--- src/hdl/alarm_unit_consts.svh ---
// Purpose: named constants for the safety alarm unit
// Assumes: word-wide register port, one clock
// Notes:   definitions only
`ifndef ALARM_UNIT_CONSTS_SVH
`define ALARM_UNIT_CONSTS_SVH
`define AU_W            32
`define AU_ADDR_W       4
// register indices on the word port
`define AU_IDX_AG0      4'h0
`define AU_IDX_AG7      4'h1
`define AU_IDX_AG21     4'h2
`define AU_IDX_STERR    4'h3
`define AU_IDX_STDONE   4'h4
`define AU_IDX_STCTL    4'h5
`define AU_IDX_CLKCTL   4'h6
`define AU_IDX_STATUS   4'h7
`define AU_IDX_BIST_FS  4'h8
`define AU_IDX_BIST_ECC 4'h9
// documented bist controller addresses
`define AU_BIST_FS_ADDR  32'hF00638F0
`define AU_BIST_ECC_ADDR 32'hF0063810
// field positions
`define AU_AG7_BIT0     0
`define AU_AG7_BIT1     1
`define AU_AG21_PMS_BIT 7
`define AU_STCTL_PMS    5
`define AU_ST_SAFFF     5
`define AU_CLK_DIS      0
`define AU_STS_PIN      0
`define AU_STS_CORE_OFF 1
// reset values
`define AU_AG7_RST      32'h00000003
`define AU_ZERO         32'h00000000
`define AU_ONES         32'hFFFFFFFF
`define AU_HALF_ZERO    16'h0000
`define AU_BIST_RST     16'hFFFF
`define AU_DIV_RST      2'h0
// standby monitor samples when the divider equals this, one cycle in four
`define AU_STBY_DIV     2'h3
`endif

--- src/hdl/alarm_unit_pkg.sv ---
// Purpose: types for the safety alarm unit
// Assumes: nothing
// Notes:   constants live in the header
`default_nettype none
package alarm_unit_pkg;
    typedef struct packed {
        logic        wr;
        logic        rd;
        logic [3:0]  idx;
        logic [31:0] wdata;
    } reg_req_t;
    typedef struct packed {
        logic pin_o;
        logic pin_oe;
    } err_pin_t;
    typedef enum logic [1:0] {
        ST_IDLE = 2'b00,
        ST_RUN  = 2'b01,
        ST_DONE = 2'b10
    } st_state_t;
endpackage
`default_nettype wire

--- src/hdl/safety_alarm_unit.sv ---
// Purpose: alarm flag store, self-test, fault pin for a safety alarm unit
// Assumes: inputs synchronous to sys_clk_i, full-word register port
// Notes:   bist controller halves reached at their own indices
`include "alarm_unit_consts.svh"
`default_nettype none
// Notes on behaviour
// - Alarm group flags clear where a written bit is one; group seven only once both bist halves are zero.
// - Self-test error and done flags clear where a written bit is zero.
// - Alarm reactions fire from raw events regardless of flag clears.
// - Alarm group seven bits 1 and 0 are set after every reset.
// - The clock control disable bit can switch the core monitor off.
// - A standby monitor fault releases the error pin to high impedance.
// - While released, status bit 0 and the port input bit do not show the pin.
// - While released, the pin emergency stop produces no event.
// - Group 21 bit 7 may be missed after self-test with power module on.
// - The standby monitor samples slowly, so short pulses may be missed.
// - Self-test done flag at bit 5 reports correctly; with the power module on, the fail flag at bit 5 sets when the flip-flop is healthy.
// - The power flip-flop error goes to both monitors, self-test to core only.
module safety_alarm_unit (
    input  wire logic                    sys_clk_i,
    input  wire logic                    arst_n_i,
    input  wire alarm_unit_pkg::reg_req_t req_i,
    output logic [31:0]                  rdata_o,
    input  wire logic [31:0]             ag0_evt_i,
    input  wire logic                    pms_ff_err_i,
    input  wire logic                    stby_fault_i,
    input  wire logic                    pin_i,
    output alarm_unit_pkg::err_pin_t     err_pin_o,
    output logic                         alarm_action_o,
    output logic                         estop_o,
    output logic                         port_in_o
);
    // alarm flag group
    logic [31:0]               ag0_r;
    logic [31:0]               ag0_nxt;
    logic [31:0]               ag7_r;
    logic [31:0]               ag7_nxt;
    logic [31:0]               ag21_r;
    logic [31:0]               ag21_nxt;
    logic [31:0]               clk_r;
    logic [31:0]               clk_nxt;
    logic [15:0]               bfs_r;
    logic [15:0]               bfs_nxt;
    logic [15:0]               becc_r;
    logic [15:0]               becc_nxt;
    logic [1:0]                div_r;
    logic [1:0]                div_nxt;
    // self-test group
    alarm_unit_pkg::st_state_t st_r;
    alarm_unit_pkg::st_state_t st_nxt;
    logic [31:0]               sterr_r;
    logic [31:0]               sterr_nxt;
    logic [31:0]               stdone_r;
    logic [31:0]               stdone_nxt;
    logic [31:0]               stctl_r;
    logic [31:0]               stctl_nxt;
    // pin, reaction and read group
    logic                      hiz_r;
    logic                      hiz_nxt;
    logic                      pin_r;
    logic                      pin_nxt;
    logic                      act_r;
    logic                      act_nxt;
    logic [31:0]               rdata_r;
    logic [31:0]               rdata_nxt;
    // shared decodes
    logic                      core_on;
    logic                      stby_tick;
    logic                      st_go;
    logic                      wr_ag7;
    logic                      ag7_gate;
    // =====================================================================
    // shared decodes
    always_comb begin
        core_on   = ~clk_r[`AU_CLK_DIS];
        stby_tick = (div_r == `AU_STBY_DIV);
        st_go     = req_i.wr && (req_i.idx == `AU_IDX_STCTL);
        wr_ag7    = req_i.wr && (req_i.idx == `AU_IDX_AG7);
        // bist halves must be zero before group seven can clear
        ag7_gate  = (bfs_r == `AU_HALF_ZERO) && (becc_r == `AU_HALF_ZERO);
    end
    // =====================================================================
    // alarm flag group
    always_comb begin
        div_nxt  = div_r + 2'h1;
        ag0_nxt  = ag0_r;
        ag7_nxt  = ag7_r;
        ag21_nxt = ag21_r;
        clk_nxt  = clk_r;
        bfs_nxt  = bfs_r;
        becc_nxt = becc_r;
        if (req_i.wr) begin
            unique case (req_i.idx)
                `AU_IDX_AG0:      ag0_nxt  = ag0_r & ~req_i.wdata;
                `AU_IDX_AG21:     ag21_nxt = ag21_r & ~req_i.wdata;
                `AU_IDX_CLKCTL:   clk_nxt  = req_i.wdata;
                `AU_IDX_BIST_FS:  bfs_nxt  = req_i.wdata[15:0];
                `AU_IDX_BIST_ECC: becc_nxt = req_i.wdata[15:0];
                default: ;
            endcase
        end
        if (wr_ag7 && ag7_gate) begin
            ag7_nxt = ag7_r & ~req_i.wdata;
        end
        // events land after clears, so a clear never hides a same-cycle event
        if (core_on) begin
            ag0_nxt = ag0_nxt | ag0_evt_i;
        end
        // standby side sees the power error only on its slow tick
        if (stby_tick && pms_ff_err_i) begin
            ag21_nxt[`AU_AG21_PMS_BIT] = 1'b1;
        end
    end
    always_ff @(posedge sys_clk_i or negedge arst_n_i) begin
        if (!arst_n_i) begin
            ag0_r  <= `AU_ZERO;
            ag7_r  <= `AU_AG7_RST;
            ag21_r <= `AU_ZERO;
            clk_r  <= `AU_ZERO;
            bfs_r  <= `AU_BIST_RST;
            becc_r <= `AU_BIST_RST;
            div_r  <= `AU_DIV_RST;
        end else begin
            ag0_r  <= ag0_nxt;
            ag7_r  <= ag7_nxt;
            ag21_r <= ag21_nxt;
            clk_r  <= clk_nxt;
            bfs_r  <= bfs_nxt;
            becc_r <= becc_nxt;
            div_r  <= div_nxt;
        end
    end
    // =====================================================================
    // self-test group
    always_comb begin
        st_nxt     = st_r;
        sterr_nxt  = sterr_r;
        stdone_nxt = stdone_r;
        stctl_nxt  = stctl_r;
        if (req_i.wr) begin
            unique case (req_i.idx)
                `AU_IDX_STERR:  sterr_nxt  = sterr_r & req_i.wdata;
                `AU_IDX_STDONE: stdone_nxt = stdone_r & req_i.wdata;
                `AU_IDX_STCTL:  stctl_nxt  = req_i.wdata;
                default: ;
            endcase
        end
        // completion lands after the clear, so the set wins a same-cycle write
        unique case (st_r)
            alarm_unit_pkg::ST_IDLE: begin
                if (st_go) begin
                    st_nxt = alarm_unit_pkg::ST_RUN;
                end
            end
            alarm_unit_pkg::ST_RUN: begin
                st_nxt = alarm_unit_pkg::ST_DONE;
                stdone_nxt[`AU_ST_SAFFF] = 1'b1;
                // with the power module on, a healthy flip-flop raises its error
                if (stctl_r[`AU_STCTL_PMS] && !pms_ff_err_i) begin
                    sterr_nxt[`AU_ST_SAFFF] = 1'b1;
                end
            end
            alarm_unit_pkg::ST_DONE: st_nxt = alarm_unit_pkg::ST_IDLE;
            default:                 st_nxt = alarm_unit_pkg::ST_IDLE;
        endcase
    end
    always_ff @(posedge sys_clk_i or negedge arst_n_i) begin
        if (!arst_n_i) begin
            st_r     <= alarm_unit_pkg::ST_IDLE;
            sterr_r  <= `AU_ZERO;
            stdone_r <= `AU_ZERO;
            stctl_r  <= `AU_ZERO;
        end else begin
            st_r     <= st_nxt;
            sterr_r  <= sterr_nxt;
            stdone_r <= stdone_nxt;
            stctl_r  <= stctl_nxt;
        end
    end
    // =====================================================================
    // error pin and reaction group
    always_comb begin
        // release is sticky: only a reset brings the pin back
        hiz_nxt = hiz_r | stby_fault_i;
        // port copy freezes while released, so it never shows the pin
        pin_nxt = hiz_r ? pin_r : pin_i;
        act_nxt = core_on && ((|ag0_evt_i) || pms_ff_err_i);
    end
    always_ff @(posedge sys_clk_i or negedge arst_n_i) begin
        if (!arst_n_i) begin
            hiz_r <= 1'b0;
            pin_r <= 1'b0;
            act_r <= 1'b0;
        end else begin
            hiz_r <= hiz_nxt;
            pin_r <= pin_nxt;
            act_r <= act_nxt;
        end
    end
    // =====================================================================
    // read data group
    always_comb begin
        rdata_nxt = rdata_r;
        if (req_i.rd) begin
            unique case (req_i.idx)
                `AU_IDX_AG0:      rdata_nxt = ag0_r;
                `AU_IDX_AG7:      rdata_nxt = ag7_r;
                `AU_IDX_AG21:     rdata_nxt = ag21_r;
                `AU_IDX_STERR:    rdata_nxt = sterr_r;
                `AU_IDX_STDONE:   rdata_nxt = stdone_r;
                `AU_IDX_STCTL:    rdata_nxt = stctl_r;
                `AU_IDX_CLKCTL:   rdata_nxt = clk_r;
                `AU_IDX_STATUS: begin
                    rdata_nxt                   = `AU_ZERO;
                    rdata_nxt[`AU_STS_PIN]      = pin_r;
                    rdata_nxt[`AU_STS_CORE_OFF] = ~core_on;
                end
                `AU_IDX_BIST_FS:  rdata_nxt = {16'h0000, bfs_r};
                `AU_IDX_BIST_ECC: rdata_nxt = {16'h0000, becc_r};
                default:          rdata_nxt = `AU_ZERO;
            endcase
        end
    end
    always_ff @(posedge sys_clk_i or negedge arst_n_i) begin
        if (!arst_n_i) begin
            rdata_r <= `AU_ZERO;
        end else begin
            rdata_r <= rdata_nxt;
        end
    end
    // =====================================================================
    // outputs
    assign rdata_o          = rdata_r;
    assign err_pin_o.pin_o  = 1'b0;
    assign err_pin_o.pin_oe = core_on & ~hiz_r;
    assign alarm_action_o   = act_r;
    assign port_in_o        = pin_r;
    assign estop_o          = ~hiz_r & ~pin_r & core_on;
endmodule // safety_alarm_unit
`default_nettype wire

--- config.mk ---
export PLATFORM = sky130hd
export DESIGN_NAME = safety_alarm_unit
export DESIGN_NICKNAME = d
export VERILOG_FILES = /design/src/hdl/alarm_unit_pkg.sv /design/src/hdl/safety_alarm_unit.sv
export VERILOG_INCLUDE_DIRS = /design/src /design/src/hdl
export SDC_FILE = /design/constraint.sdc
export NUM_CORES = 1
export LEC_CHECK = 0
export BUFFER_PORTS_ARGS = -buffer_cell sky130_fd_sc_hd__buf_2
export CORE_ASPECT_RATIO = 0.5
export CORE_MARGIN = 2
export CORE_UTILIZATION = 55
export CTS_BUF_LIST = sky130_fd_sc_hd__clkbuf_2
export CTS_CLUSTER_SIZE = 12
export DETAILED_ROUTE_END_ITERATION = 6
export PLACE_DENSITY = 0.74
export SYNTH_ARGS = -nofsm -noshare
export SYNTH_HDL_FRONTEND = slang
export SYNTH_SLANG_ARGS = --single-unit
--- constraint.sdc ---
create_clock -name sys_clk_i -period 1.96 [get_ports sys_clk_i]
set_input_delay 0.392 -clock sys_clk_i [delete_from_list [all_inputs] [get_ports sys_clk_i]]
set_output_delay 0.392 -clock sys_clk_i [all_outputs]
set_load 0.005 [all_outputs]
Word level (Yosys, flattened, before mapping)
Index checks and enable logic that the tools add are counted.
{ "totals": {"register_bits": 295, "in_bits": 75, "output_inout_bits": 37} }
{ "op_classes": {"add_sub_neg": 1, "eq_ne": 12, "n_mux": 16, "bitwise": 14, "n_reduce_logical": 27} }
{ "ops": {"columns": ["op", "n"], "rows": [
  ["one-hot mux 32 bit (10 select lines)", 1],
  ["AND 32 bit", 5],
  ["2-to-1 mux 32 bit", 3],
  ["logical NOT 16 bit", 2],
  ["NOT 32 bit", 1],
  ["OR 32 bit", 1],
  ["OR reduction 32 bit", 1],
  ["2-to-1 mux 6 bit", 4],
  ["AND reduction 2 bit", 9],
  ["== test 4 x 3 -> 1 bit, second input constant", 4],
  ["2-to-1 mux 8 bit", 2],
  ["== test 4 x 2 -> 1 bit, second input constant", 2],
  ["== test 4 bit, second input constant", 2],
  ["nonzero test 2 bit", 4],
  ["logical AND 1 bit", 7],
  ["== test 4 x 1 -> 1 bit, second input constant", 1],
  ["logical NOT 4 bit", 1],
  ["2-to-1 mux 1 bit", 4],
  ["one-hot mux 2 bit (2 select lines)", 1],
  ["AND 1 bit", 3],
  ["NOT 1 bit", 3],
  ["adder 2 x 1 -> 2 bit, second input constant", 1],
  ["== test 2 x 1 -> 1 bit, second input constant", 1],
  ["== test 2 bit, second input constant", 1],
  ["other kinds (6)", 6]
]} }

Logic depth before layout (Yosys ltp)
Gate-level depths: netlist (run 1).
{ "logic_depth": {"word_depth": 6, "mapped_depth": 8} }

Least setup slack after synthesis (run 1)
Ideal clock, no wire load.
{ "synth_path": {"path_kind": "input -> register", "from": "in req_i[33] (netlist name)", "to": "reg rdata_r[11] (netlist: rdata_o[11])", "setup_ns": 0.132, "arrival_ns": 1.560, "required_time_ns": 1.828, "slack_ns": 0.268, "path_stages": 8, "n_path_buf": 3, "cell_sequence": "buf_4 -> nor2b_4 -> and2_1 -> buf_6 -> buf_6 -> a222oi_1 -> o21a_1 -> o2bb2ai_1"} }
{ "synth_between": {"elab_chain_cells": 2} }
{ "synth_rtl": {"columns": ["element", "line_no", "rtl"], "rows": [
  ["start, declared", "safety_alarm_unit.sv:22", "input wire alarm_unit_pkg::reg_req_t req_i,"],
  ["== test 4 bit, or another cell as far along", "safety_alarm_unit.sv:205", "unique case (req_i.idx)"],
  ["one-hot mux 32 bit (10 select lines) (*)", "safety_alarm_unit.sv:205", null],
  ["end signal, assigned", "safety_alarm_unit.sv:226", "rdata_r <= `AU_ZERO;"],
  ["end signal, assigned", "safety_alarm_unit.sv:228", "rdata_r <= rdata_nxt;"],
  ["end, declared", "safety_alarm_unit.sv:64", "logic [31:0] rdata_r;"]
]} }
Every way passes the cells marked *; elsewhere a longest branch is shown, timed or not.
A chain may end at the register's enable or synchronous reset.

Final worst setup path (run 1)
{ "layout_path": {"from": "reg pin_r (netlist: port_in_o)", "to": "out estop_o"} }
{ "layout_between": {"elab_chain_cells": 3} }
{ "layout_rtl": {"columns": ["element", "line_no", "rtl"], "rows": [
  ["start, declared", "safety_alarm_unit.sv:60", "logic pin_r;"],
  ["start signal, assigned", "safety_alarm_unit.sv:196", "pin_r <= pin_nxt;"],
  ["NOT 1 bit", "safety_alarm_unit.sv:238", "assign estop_o = ~hiz_r & ~pin_r & core_on;"],
  ["AND 1 bit (2 in a row)", "safety_alarm_unit.sv:238", null],
  ["end, declared", "safety_alarm_unit.sv:30", "output logic estop_o,"]
]} }
No other way between the ends.

==> flow_summary.json, run 1 <==
{
  "crit_type": "reg2out",
  "rsz0062_at_grt": "yes",
  "routed_wl_mm": 41.0,
  "p_int_mw": 9.10,
  "grt_pass1_wl_mm": 63.5,
  "cp.depth": 2,
  "clk_pin_slew_worst_paths_ns": 0.13,
  "syn_to_final_growth_pct": 23.5,
  "routed_via_density": 6.28,
  "synth_area_leaders": "dfrtp_1, mux2_2, dfstp_2, a21boi_0, o21a_1",
  "post-route-worst-setup-slack_ns": -0.153,
  "status": "complete, but fails checks",
  "grt_usage_pct": 33.4,
  "fin_crit_sh_pct": 108,
  "cp_slowest_stage_delay_ns": 0.43,
  "worstPathRequired_ns": 1.57,
  "grt-ovfl-total": 0,
  "post-route-min-period_ns": 2.11,
  "grt_pass1_vias": 11000,
  "r2r_cells": 5,
  "synth_seq_cells": 295,
  "hold_slack_ns": 0.0636,
  "p_per_area_mw_per_mm2": 804,
  "p_leak_nw": 7.35,
  "die_area_sq_mm": 0.0249,
  "clockBufferDepth": 3,
  "die_h_microns": 113,
  "yosysTopAreaCell": "dfrtp_1",
  "drt_iter0_markers": 1135,
  "violations": "negative setup slack",
  "fmax_mhz": 473,
  "synth.distinct_cells": 56,
  "crit_family": "flip-flops",
  "rrSetupSlack_ns": 0.03,
  "dieWidth_microns": 221,
  "clock_power_share_pct": 28.8,
  "clk_latency_ns": 0.94,
  "slew_viol_final": 0,
  "synthCells": 1043,
  "antenna_left": 0,
  "nNetsFinal": 1402,
  "netlist_top_cells_count": "dfrtp_1, mux2_2, a21boi_0, nand2_1, o21a_1",
  "irDropWorstVdd_uv": 313,
  "dr.pass1.iters": 5,
  "cts.sinks": 295,
  "worst_pin_slew_ns": 0.620,
  "drv_cap": 0,
  "startpoint_type": "flop",
  "fill_cells": 1631,
  "cts_root_buffer": "clkbuf_2",
  "cp_slowest_cell": "dfrtp_1",
  "gp_congestion": 0.881,
  "maxSlewHeadroom_pct": 58.6,
  "port_buffers": 110,
  "coreArea_sq_mm": 0.0230,
  "hp-class": "in2async",
  "critPathBufInv": 1,
  "post_drt_wl_per_cell_microns": 24.4,
  "ys_seq_area_share_pct": 57.3,
  "synth_top_area_share_pct": 50.4,
  "dominantRegCellSynth": "dfrtp_1",
  "hold_viol": 0,
  "power_frac_seq_pct": 55.5,
  "syn_avg_cell_area_sq_um": 12.4,
  "p_switching_mw": 3.78,
  "setup_viol": 3,
  "fin_worst_skew_ns": 0.0613,
  "htree_levels": 2,
  "dp_hpwl_mm": 26.7,
  "combPwrFrac_pct": 15.7,
  "cts_tree": "built",
  "syn_nets": 1119,
  "rows": 39,
  "num_vias": 10500,
  "drive_gt1_share_pct": 34.4,
  "synth_warnings": 0,
  "cp_cell_sequence": "nor3_2 -> buf_2",
  "synth_area_sq_mm": 0.0130,
  "dp.cells": 1466,
  "initial_utilization_pct": 56.4,
  "instances_no_fill": 1678,
  "synth-edff-count": 0,
  "io_pins": 112,
  "antenna_found_initial": 1,
  "switching_share_pct": 29.3,
  "async_reset_ff_share_pct": 100,
  "cp.arrival_ns": 1.72,
  "post-route-drc-count": 0,
  "grt_max_degree": 77,
  "endpoint_kind": "primary output",
  "crit_fanout": 2,
  "cts_made_buffers": 61,
  "synth_most_common_cell": "dfrtp_1"
}
placed cells by master (no fill, tap or decap), drive strengths merged, types with 23 or more instances in the layout:
cell type,instances
dlygate4sd3,98
dfstp,34
a21oi,23
a22o,42
o21ai,28
o21a,63
a21boi,63
nor2,35
mux2,111
buf,209
dfrtp,261
mux2i,46
clkbuf,104
o2bb2ai,23
nand2,65
repair_timing:
action / in CTS / in global routing
resized for setup: 3 / 4
pin swaps: 2 / 1
hold buffers: 99 / 0
endpoints found under the setup margin: 35 / 28
hold endpoints to repair: 557 / 0
buffers inserted: 3 / 2
final timing paths:
kind                                       startpoint                       to
worst max-delay path            port_in_o$_DFFE_PN0N_                  estop_o
worst min-delay path                         arst_n_i  rdata_o[12]$_DFFE_PN0P_
worst max register to register   clk_r[0]$_DFFE_PN0P_      ag0_r[18]$_DFF_PN0_
worst min register to register    st_r[0]$_DFFE_PN0P_      st_r[0]$_DFFE_PN0P_
max in group asynchronous                    arst_n_i  rdata_o[24]$_DFFE_PN0P_
min in group sys_clk_i                      req_i[35]   rdata_o[0]$_DFFE_PN0P_
worst reg2reg max path: stages, from the launching register on:
cell and delay, ns:
dfrtp_2 0.45, buf_4 0.17, inv_1 0.07, buf_6 0.33, a22o_1 0.24, dlygate4sd3_1 0.57
metal layers:
metal  routed length, microns  up-vias  global-route usage [%]
li1                         -     4456                       -
met1                    17200     5405                    47.1
met2                    18600      573                    51.0
met3                     4060      101                    7.64
met4                     1110        0                    13.2
met5                        0        -                       0
cell families (layout without fill, tap and decap cells):
group,count (synthesis),after routing,synth area share (%)
buf+inv,94,421,3.77
other cells,1,2,0.0289
compound gates,317,317,18.4
flops,295,295,57.3
simple gates,175,175,6.71
fa+ha+maj,1,1,0.0965
mux,160,160,13.7
sequential cells by signal, indices dropped and copies added (netlist names), 2 cells and up:
name,count
ag0_r,32
ag21_r,32
ag7_r,32
clk_r,32
rdata_o,32
stctl_r,32
stdone_r,32
sterr_r,32
becc_r,16
bfs_r,16
div_r,2
st_r,2
layout make-up:
| type | count | area (sq um) | area share (%) |
|---|---|---|---|
| clock buffers | 104 | 520 | 3.25 |
| multi-input cells | 654 | 5080 | 31.7 |
| repair buffers | 307 | 2560 | 16.0 |
| flip-flops and latches | 295 | 7430 | 46.4 |
| well taps | 307 | 384 | 2.40 |
| clock inverters | 3 | 11.3 | 0.0703 |
| inverters | 7 | 26.3 | 0.164 |
| diodes | 1 | 2.50 | 0.0156 |
per-stage QoR:
step           power (mW)  instance area (sq um)  setup WS, ns  setup TNS [ns]  util [%]
5_1_grt              13.4                  16000        -0.198          -0.445      69.7
3_3_place_gp         8.92                  14400       -0.0232          -0.243      62.7
2_1_floorplan        8.12                  13000         0.268               0         -
3_5_place_dp         9.02                  14400       -0.0744           -1.16      62.7
6_report             12.9                  16000        -0.153          -0.292      69.7
4_1_cts              12.8                  16000        -0.106          -0.215      69.5
power groups by stage:
stage                     Clock (mW)  Combinational (mW)  Sequential (mW)
after global routing            4.03                2.15             7.20
after detailed placement           0                1.78             7.24
final                           3.70                2.02             7.15
after CTS                       3.72                1.96             7.11
after floorplan                    0                1.02             7.10
after global placement             0                1.72             7.20
(Power assumes the default switching activity.)
==> run 2, diff against run 1 <==
--- a/config.mk
+++ b/config.mk
@@ -8,12 +8,12 @@
 export LEC_CHECK = 0
 export BUFFER_PORTS_ARGS = -buffer_cell sky130_fd_sc_hd__buf_2
 export CORE_ASPECT_RATIO = 0.5
-export CORE_MARGIN = 2
+export CORE_MARGIN = 3
 export CORE_UTILIZATION = 55
 export CTS_BUF_LIST = sky130_fd_sc_hd__clkbuf_2
 export CTS_CLUSTER_SIZE = 12
 export DETAILED_ROUTE_END_ITERATION = 6
-export PLACE_DENSITY = 0.74
+export PLACE_DENSITY_LB_ADDON = 0.08
 export SYNTH_ARGS = -nofsm -noshare
 export SYNTH_HDL_FRONTEND = slang
 export SYNTH_SLANG_ARGS = --single-unit
==> flow_summary.json, run 2 (same netlist as run 1, synthesis figures left out) <==
{
  "layout_commonest_cell": "dfrtp_1",
  "port_buffers": 110,
  "layout_common_cells": "dfrtp_1, clkbuf_2, buf_2",
  "post_drt_wl_per_cell_microns": 24.6,
  "hp-class": "in2reg",
  "cts_tree": "built",
  "rsz0062_at_grt": "yes",
  "slew_viol_final": 0,
  "clk_latency_ns": 0.95,
  "p_leak_nw": 7.43,
  "drv_cap": 0,
  "htree_levels": 3,
  "fin_util_pct": 70.1,
  "grt_pass1_vias": 10900,
  "die_area_sq_mm": 0.0256,
  "fmax_mhz": 493,
  "startpoint_type": "flop",
  "design_area_sq_mm": 0.0161,
  "routed_via_density": 6.18,
  "cts_root_buffer": "clkbuf_2",
  "hold_viol": 0,
  "post-route-min-period_ns": 2.03,
  "crit_fanout": 3,
  "antenna_left": 0,
  "dp.cells": 1476,
  "cts.sinks": 295,
  "syn_to_final_growth_pct": 24.4,
  "fin_worst_skew_ns": 0.0661,
  "fin_crit_sh_pct": 104,
  "cp.arrival_ns": 1.64,
  "worst_pin_slew_ns": 1.00,
  "violations": "negative setup slack",
  "setup_viol": 5,
  "dieWidth_microns": 223,
  "grt_max_degree": 48,
  "report.power.total_mw": 13.1,
  "clk_pin_slew_worst_paths_ns": 0.12,
  "num_vias": 10500,
  "irDropWorstVdd_uv": 451,
  "die_h_microns": 115,
  "dr.pass1.iters": 5,
  "grt_pass1_wl_mm": 64.5,
  "crit_type": "reg2out",
  "r2r_cells": 6,
  "post-route-drc-count": 0,
  "coreArea_sq_mm": 0.0230,
  "drive_gt1_share_pct": 35.1,
  "status": "complete, but fails checks",
  "drt_iter0_markers": 1020,
  "worstPathRequired_ns": 1.57,
  "p_per_area_mw_per_mm2": 810,
  "post-route-worst-setup-slack_ns": -0.0704,
  "rows": 39,
  "postPlaceCellArea_sq_mm": 0.0144,
  "endpoint_kind": "primary output",
  "nNetsFinal": 1423,
  "dp_hpwl_mm": 27.1,
  "antenna_found_initial": 0,
  "clockBufferDepth": 3,
  "io_pins": 112,
  "instances_no_fill": 1699,
  "initial_utilization_pct": 56.4,
  "holdPathStages": 4,
  "gp_congestion": 0.855,
  "maxSlewHeadroom_pct": 32.9,
  "routed_wl_mm": 41.9,
  "grt-ovfl-total": 0,
  "grt_usage_pct": 33.4,
  "cts_made_buffers": 66
}
run 2: critical path: stages (launching register included):
cell	delay (ns)
dfrtp_1	0.43
nor3_2	0.14
buf_2	0.13
run 2: per-layer routing:
layer	wire [microns]	vias to the layer above	GRT usage (%)
met5	0	-	0
met4	764	0	10.4
met3	3760	82	7.63
met2	18400	501	49.5
met1	19000	5423	49.4
li1	-	4494	-
run 2: path summary, 6_finish.rpt:
path	start	endpoint	slack, ns
max in group asynchronous	arst_n_i	bfs_r[14]$_DFFE_PN1P_	1.42
min in group asynchronous	arst_n_i	becc_r[15]$_DFFE_PN1P_	0.13
max	hiz_r$_DFF_PN0_	estop_o	-0.07
min	req_i[34]	rdata_o[16]$_DFFE_PN0P_	0.10
min reg2reg	st_r[0]$_DFFE_PN0P_	st_r[0]$_DFFE_PN0P_	0.44
max reg2reg	clk_r[0]$_DFFE_PN0P_	ag0_r[14]$_DFF_PN0_	0
run 2: final cells by class:
| cell class | instances | area, sq um |
|---|---|---|
| Clock inverter | 2 | 7.51 |
| Sequential cell | 295 | 7430 |
| Timing Repair Buffer | 323 | 2660 |
| Multi-Input combinational cell | 654 | 5070 |
| Clock buffer | 109 | 546 |
| Antenna cell | 2 | 5.00 |
| Inverter | 7 | 26.3 |
| Fill cell | 1688 | 6860 |
| Tap cell | 307 | 384 |
run 2: what timing repair did:
action	in CTS	in global routing
hold buffers	102	0
gates cloned	0	1
setup buffers	4	3
pin swaps	2	3
gates resized for setup	6	2
endpoints found under the setup margin	4	34
hold endpoints to repair	542	0
run 2: metrics by stage:
step	hold WS, ns	setup TNS, ns	worst slack (ns)
floorplan	0.0964	0	0.268
global placement	0.350	-10.74	-0.237
detailed placement	0.351	-10.08	-0.236
CTS	0.0445	-0.259	-0.128
global route	0.113	-0.445	-0.146
finish	0.105	-0.161	-0.0704
run 2: where the power goes:
group	total [mW]	switching (mW)	leakage (nW)	internal, mW
clock network	3.88	2.47	0.456	1.41
logic	2.03	1.02	3.27	1.01
registers	7.14	0.385	3.70	6.76
total	13.1	3.88	7.43	9.18
==> run 3, diff against run 2 <==
--- a/config.mk
+++ b/config.mk
@@ -7,9 +7,12 @@
 export NUM_CORES = 1
 export LEC_CHECK = 0
 export BUFFER_PORTS_ARGS = -buffer_cell sky130_fd_sc_hd__buf_2
+export CAP_MARGIN = 30
+export CELL_PAD_IN_SITES_DETAIL_PLACEMENT = 1
+export CELL_PAD_IN_SITES_GLOBAL_PLACEMENT = 2
 export CORE_ASPECT_RATIO = 0.5
 export CORE_MARGIN = 3
-export CORE_UTILIZATION = 55
+export CORE_UTILIZATION = 43
 export CTS_BUF_LIST = sky130_fd_sc_hd__clkbuf_2
 export CTS_CLUSTER_SIZE = 12
 export DETAILED_ROUTE_END_ITERATION = 6
==> flow_summary.json, run 3 (same netlist as run 1, synthesis figures left out) <==
{
  "drv_cap": 0,
  "clock_power_share_pct": 30.1,
  "post-route-drc-count": 0,
  "p_switching_mw": 4.04,
  "dr.pass1.iters": 7,
  "io_pins": 112,
  "worst_pin_slew_ns": 0.611,
  "post-route-worst-setup-slack_ns": -0.148,
  "worstPathRequired_ns": 1.57,
  "clockBufferDepth": 3,
  "die_h_microns": 129,
  "rrSetupSlack_ns": 0.08,
  "initial_utilization_pct": 44.2,
  "cts.sinks": 295,
  "coreArea_sq_mm": 0.0293,
  "hp-class": "in2async",
  "setup_viol": 4,
  "grt_max_degree": 41,
  "startpoint_type": "flop",
  "clk_latency_ns": 0.99,
  "htree_levels": 3,
  "cts_made_buffers": 71,
  "fin_worst_skew_ns": 0.0580,
  "slew_viol_final": 0,
  "post_drt_wl_per_cell_microns": 25.7,
  "post-route-min-period_ns": 2.11,
  "rows": 44,
  "rsz0062_at_grt": "yes",
  "cts_tree": "built",
  "antenna_left": 0,
  "power_frac_seq_pct": 53.7,
  "endpoint_kind": "primary output",
  "grt-ovfl-total": 0,
  "p_int_mw": 9.26,
  "violations": "negative setup slack",
  "crit_type": "reg2out",
  "switching_share_pct": 30.4,
  "gp_congestion": 0.872,
  "clk_pin_slew_worst_paths_ns": 0.13,
  "fmax_mhz": 474,
  "cts_root_buffer": "clkbuf_2",
  "fin_crit_sh_pct": 108,
  "syn_to_final_growth_pct": 27.9,
  "nNetsFinal": 1465,
  "finalSetupTns_ns": -0.323,
  "layout_common_cells": "dfrtp_1, buf_4, clkbuf_2, buf_2, mux2_2",
  "hold_viol": 0,
  "drive_gt1_share_pct": 37.0,
  "antenna_found_initial": 1,
  "drt_iter0_markers": 745,
  "fin_util_pct": 56.5,
  "r2r_cells": 5,
  "p_per_area_mw_per_mm2": 802,
  "routed_wl_mm": 46.9,
  "grt_usage_pct": 29.6,
  "irDropWorstVdd_uv": 499,
  "combPwrFrac_pct": 16.3,
  "dieWidth_microns": 252,
  "p_leak_nw": 7.64,
  "grt_pass1_vias": 11200,
  "layout_commonest_cell": "dfrtp_1",
  "status": "complete, but fails checks",
  "dp_hpwl_mm": 31.1,
  "cp.arrival_ns": 1.72,
  "routed_via_density": 5.74,
  "die_area_sq_mm": 0.0324,
  "crit_fanout": 3,
  "fill_cells": 3063,
  "port_buffers": 110,
  "hold_slack_ns": 0.0491,
  "grt_pass1_wl_mm": 71.1,
  "report.power.total_mw": 13.3,
  "num_vias": 10500,
  "maxSlewHeadroom_pct": 59.2,
  "pre_cts_ws_ns": -0.199
}
run 3: final cells by class:
cell class                      count  area (sq um)  share of cell area (%)
Antenna cell                        4          10.0                  0.0604
Clock buffer                      109           546                    3.29
Clock inverter                      6          22.5                   0.136
Inverter                            7          26.3                   0.159
Multi-Input combinational cell    654          5080                    30.6
Sequential cell                   295          7430                    44.8
Tap cell                          391           489                    2.95
Timing Repair Buffer              360          2980                    18.0
run 3: worst paths after layout:
kind,endpoint,start
max in group asynchronous,stdone_r[0]$_DFFE_PN0P_,arst_n_i
max,estop_o,hiz_r$_DFF_PN0_
max reg2reg,ag0_r[20]$_DFF_PN0_,clk_r[0]$_DFFE_PN0P_
min in group sys_clk_i,rdata_o[7]$_DFFE_PN0P_,req_i[33]
min reg2reg,div_r[0]$_DFF_PN0_,div_r[0]$_DFF_PN0_
min,rdata_o[22]$_DFFE_PN0P_,arst_n_i
run 3: metrics by stage:
stage               std cells  area, sq um
floorplan                1043        13000
global placement         1583        14800
detailed placement       1584        14800
CTS                      1810        16500
global route             1823        16600
finish                   1826        16600
run 3: power by group through the flow:
stage	combinational [mW]	clock, mW	sequential (mW)
floorplan	1.02	0	7.10
global placement	1.85	0	7.22
detailed placement	1.91	0	7.25
CTS	2.11	4.11	7.12
global route	2.32	4.45	7.20
finish	2.16	4.00	7.13
run 3: metal layers:
layer	vias to the layer above	global-route usage, %	wire, microns
met1	5514	42.0	21900
met2	308	45.3	21100
met5	-	0	0
li1	4572	-	-
met4	0	8.78	1040
met3	85	7.61	2830
run 3: critical path, stage by stage, from the launching register on:
cell and delay (ns):
dfrtp_1 0.44, nor3_2 0.16, buf_2 0.14
run 3: what timing repair did:
item | CTS | global route
setup endpoints to repair | 26 | 57
pin swaps | 2 | 1
cloned | 0 | 0
hold endpoints to repair | 558 | 0
hold buffers | 100 | 0
gates resized for setup | 3 | 4
setup buffers | 11 | 12
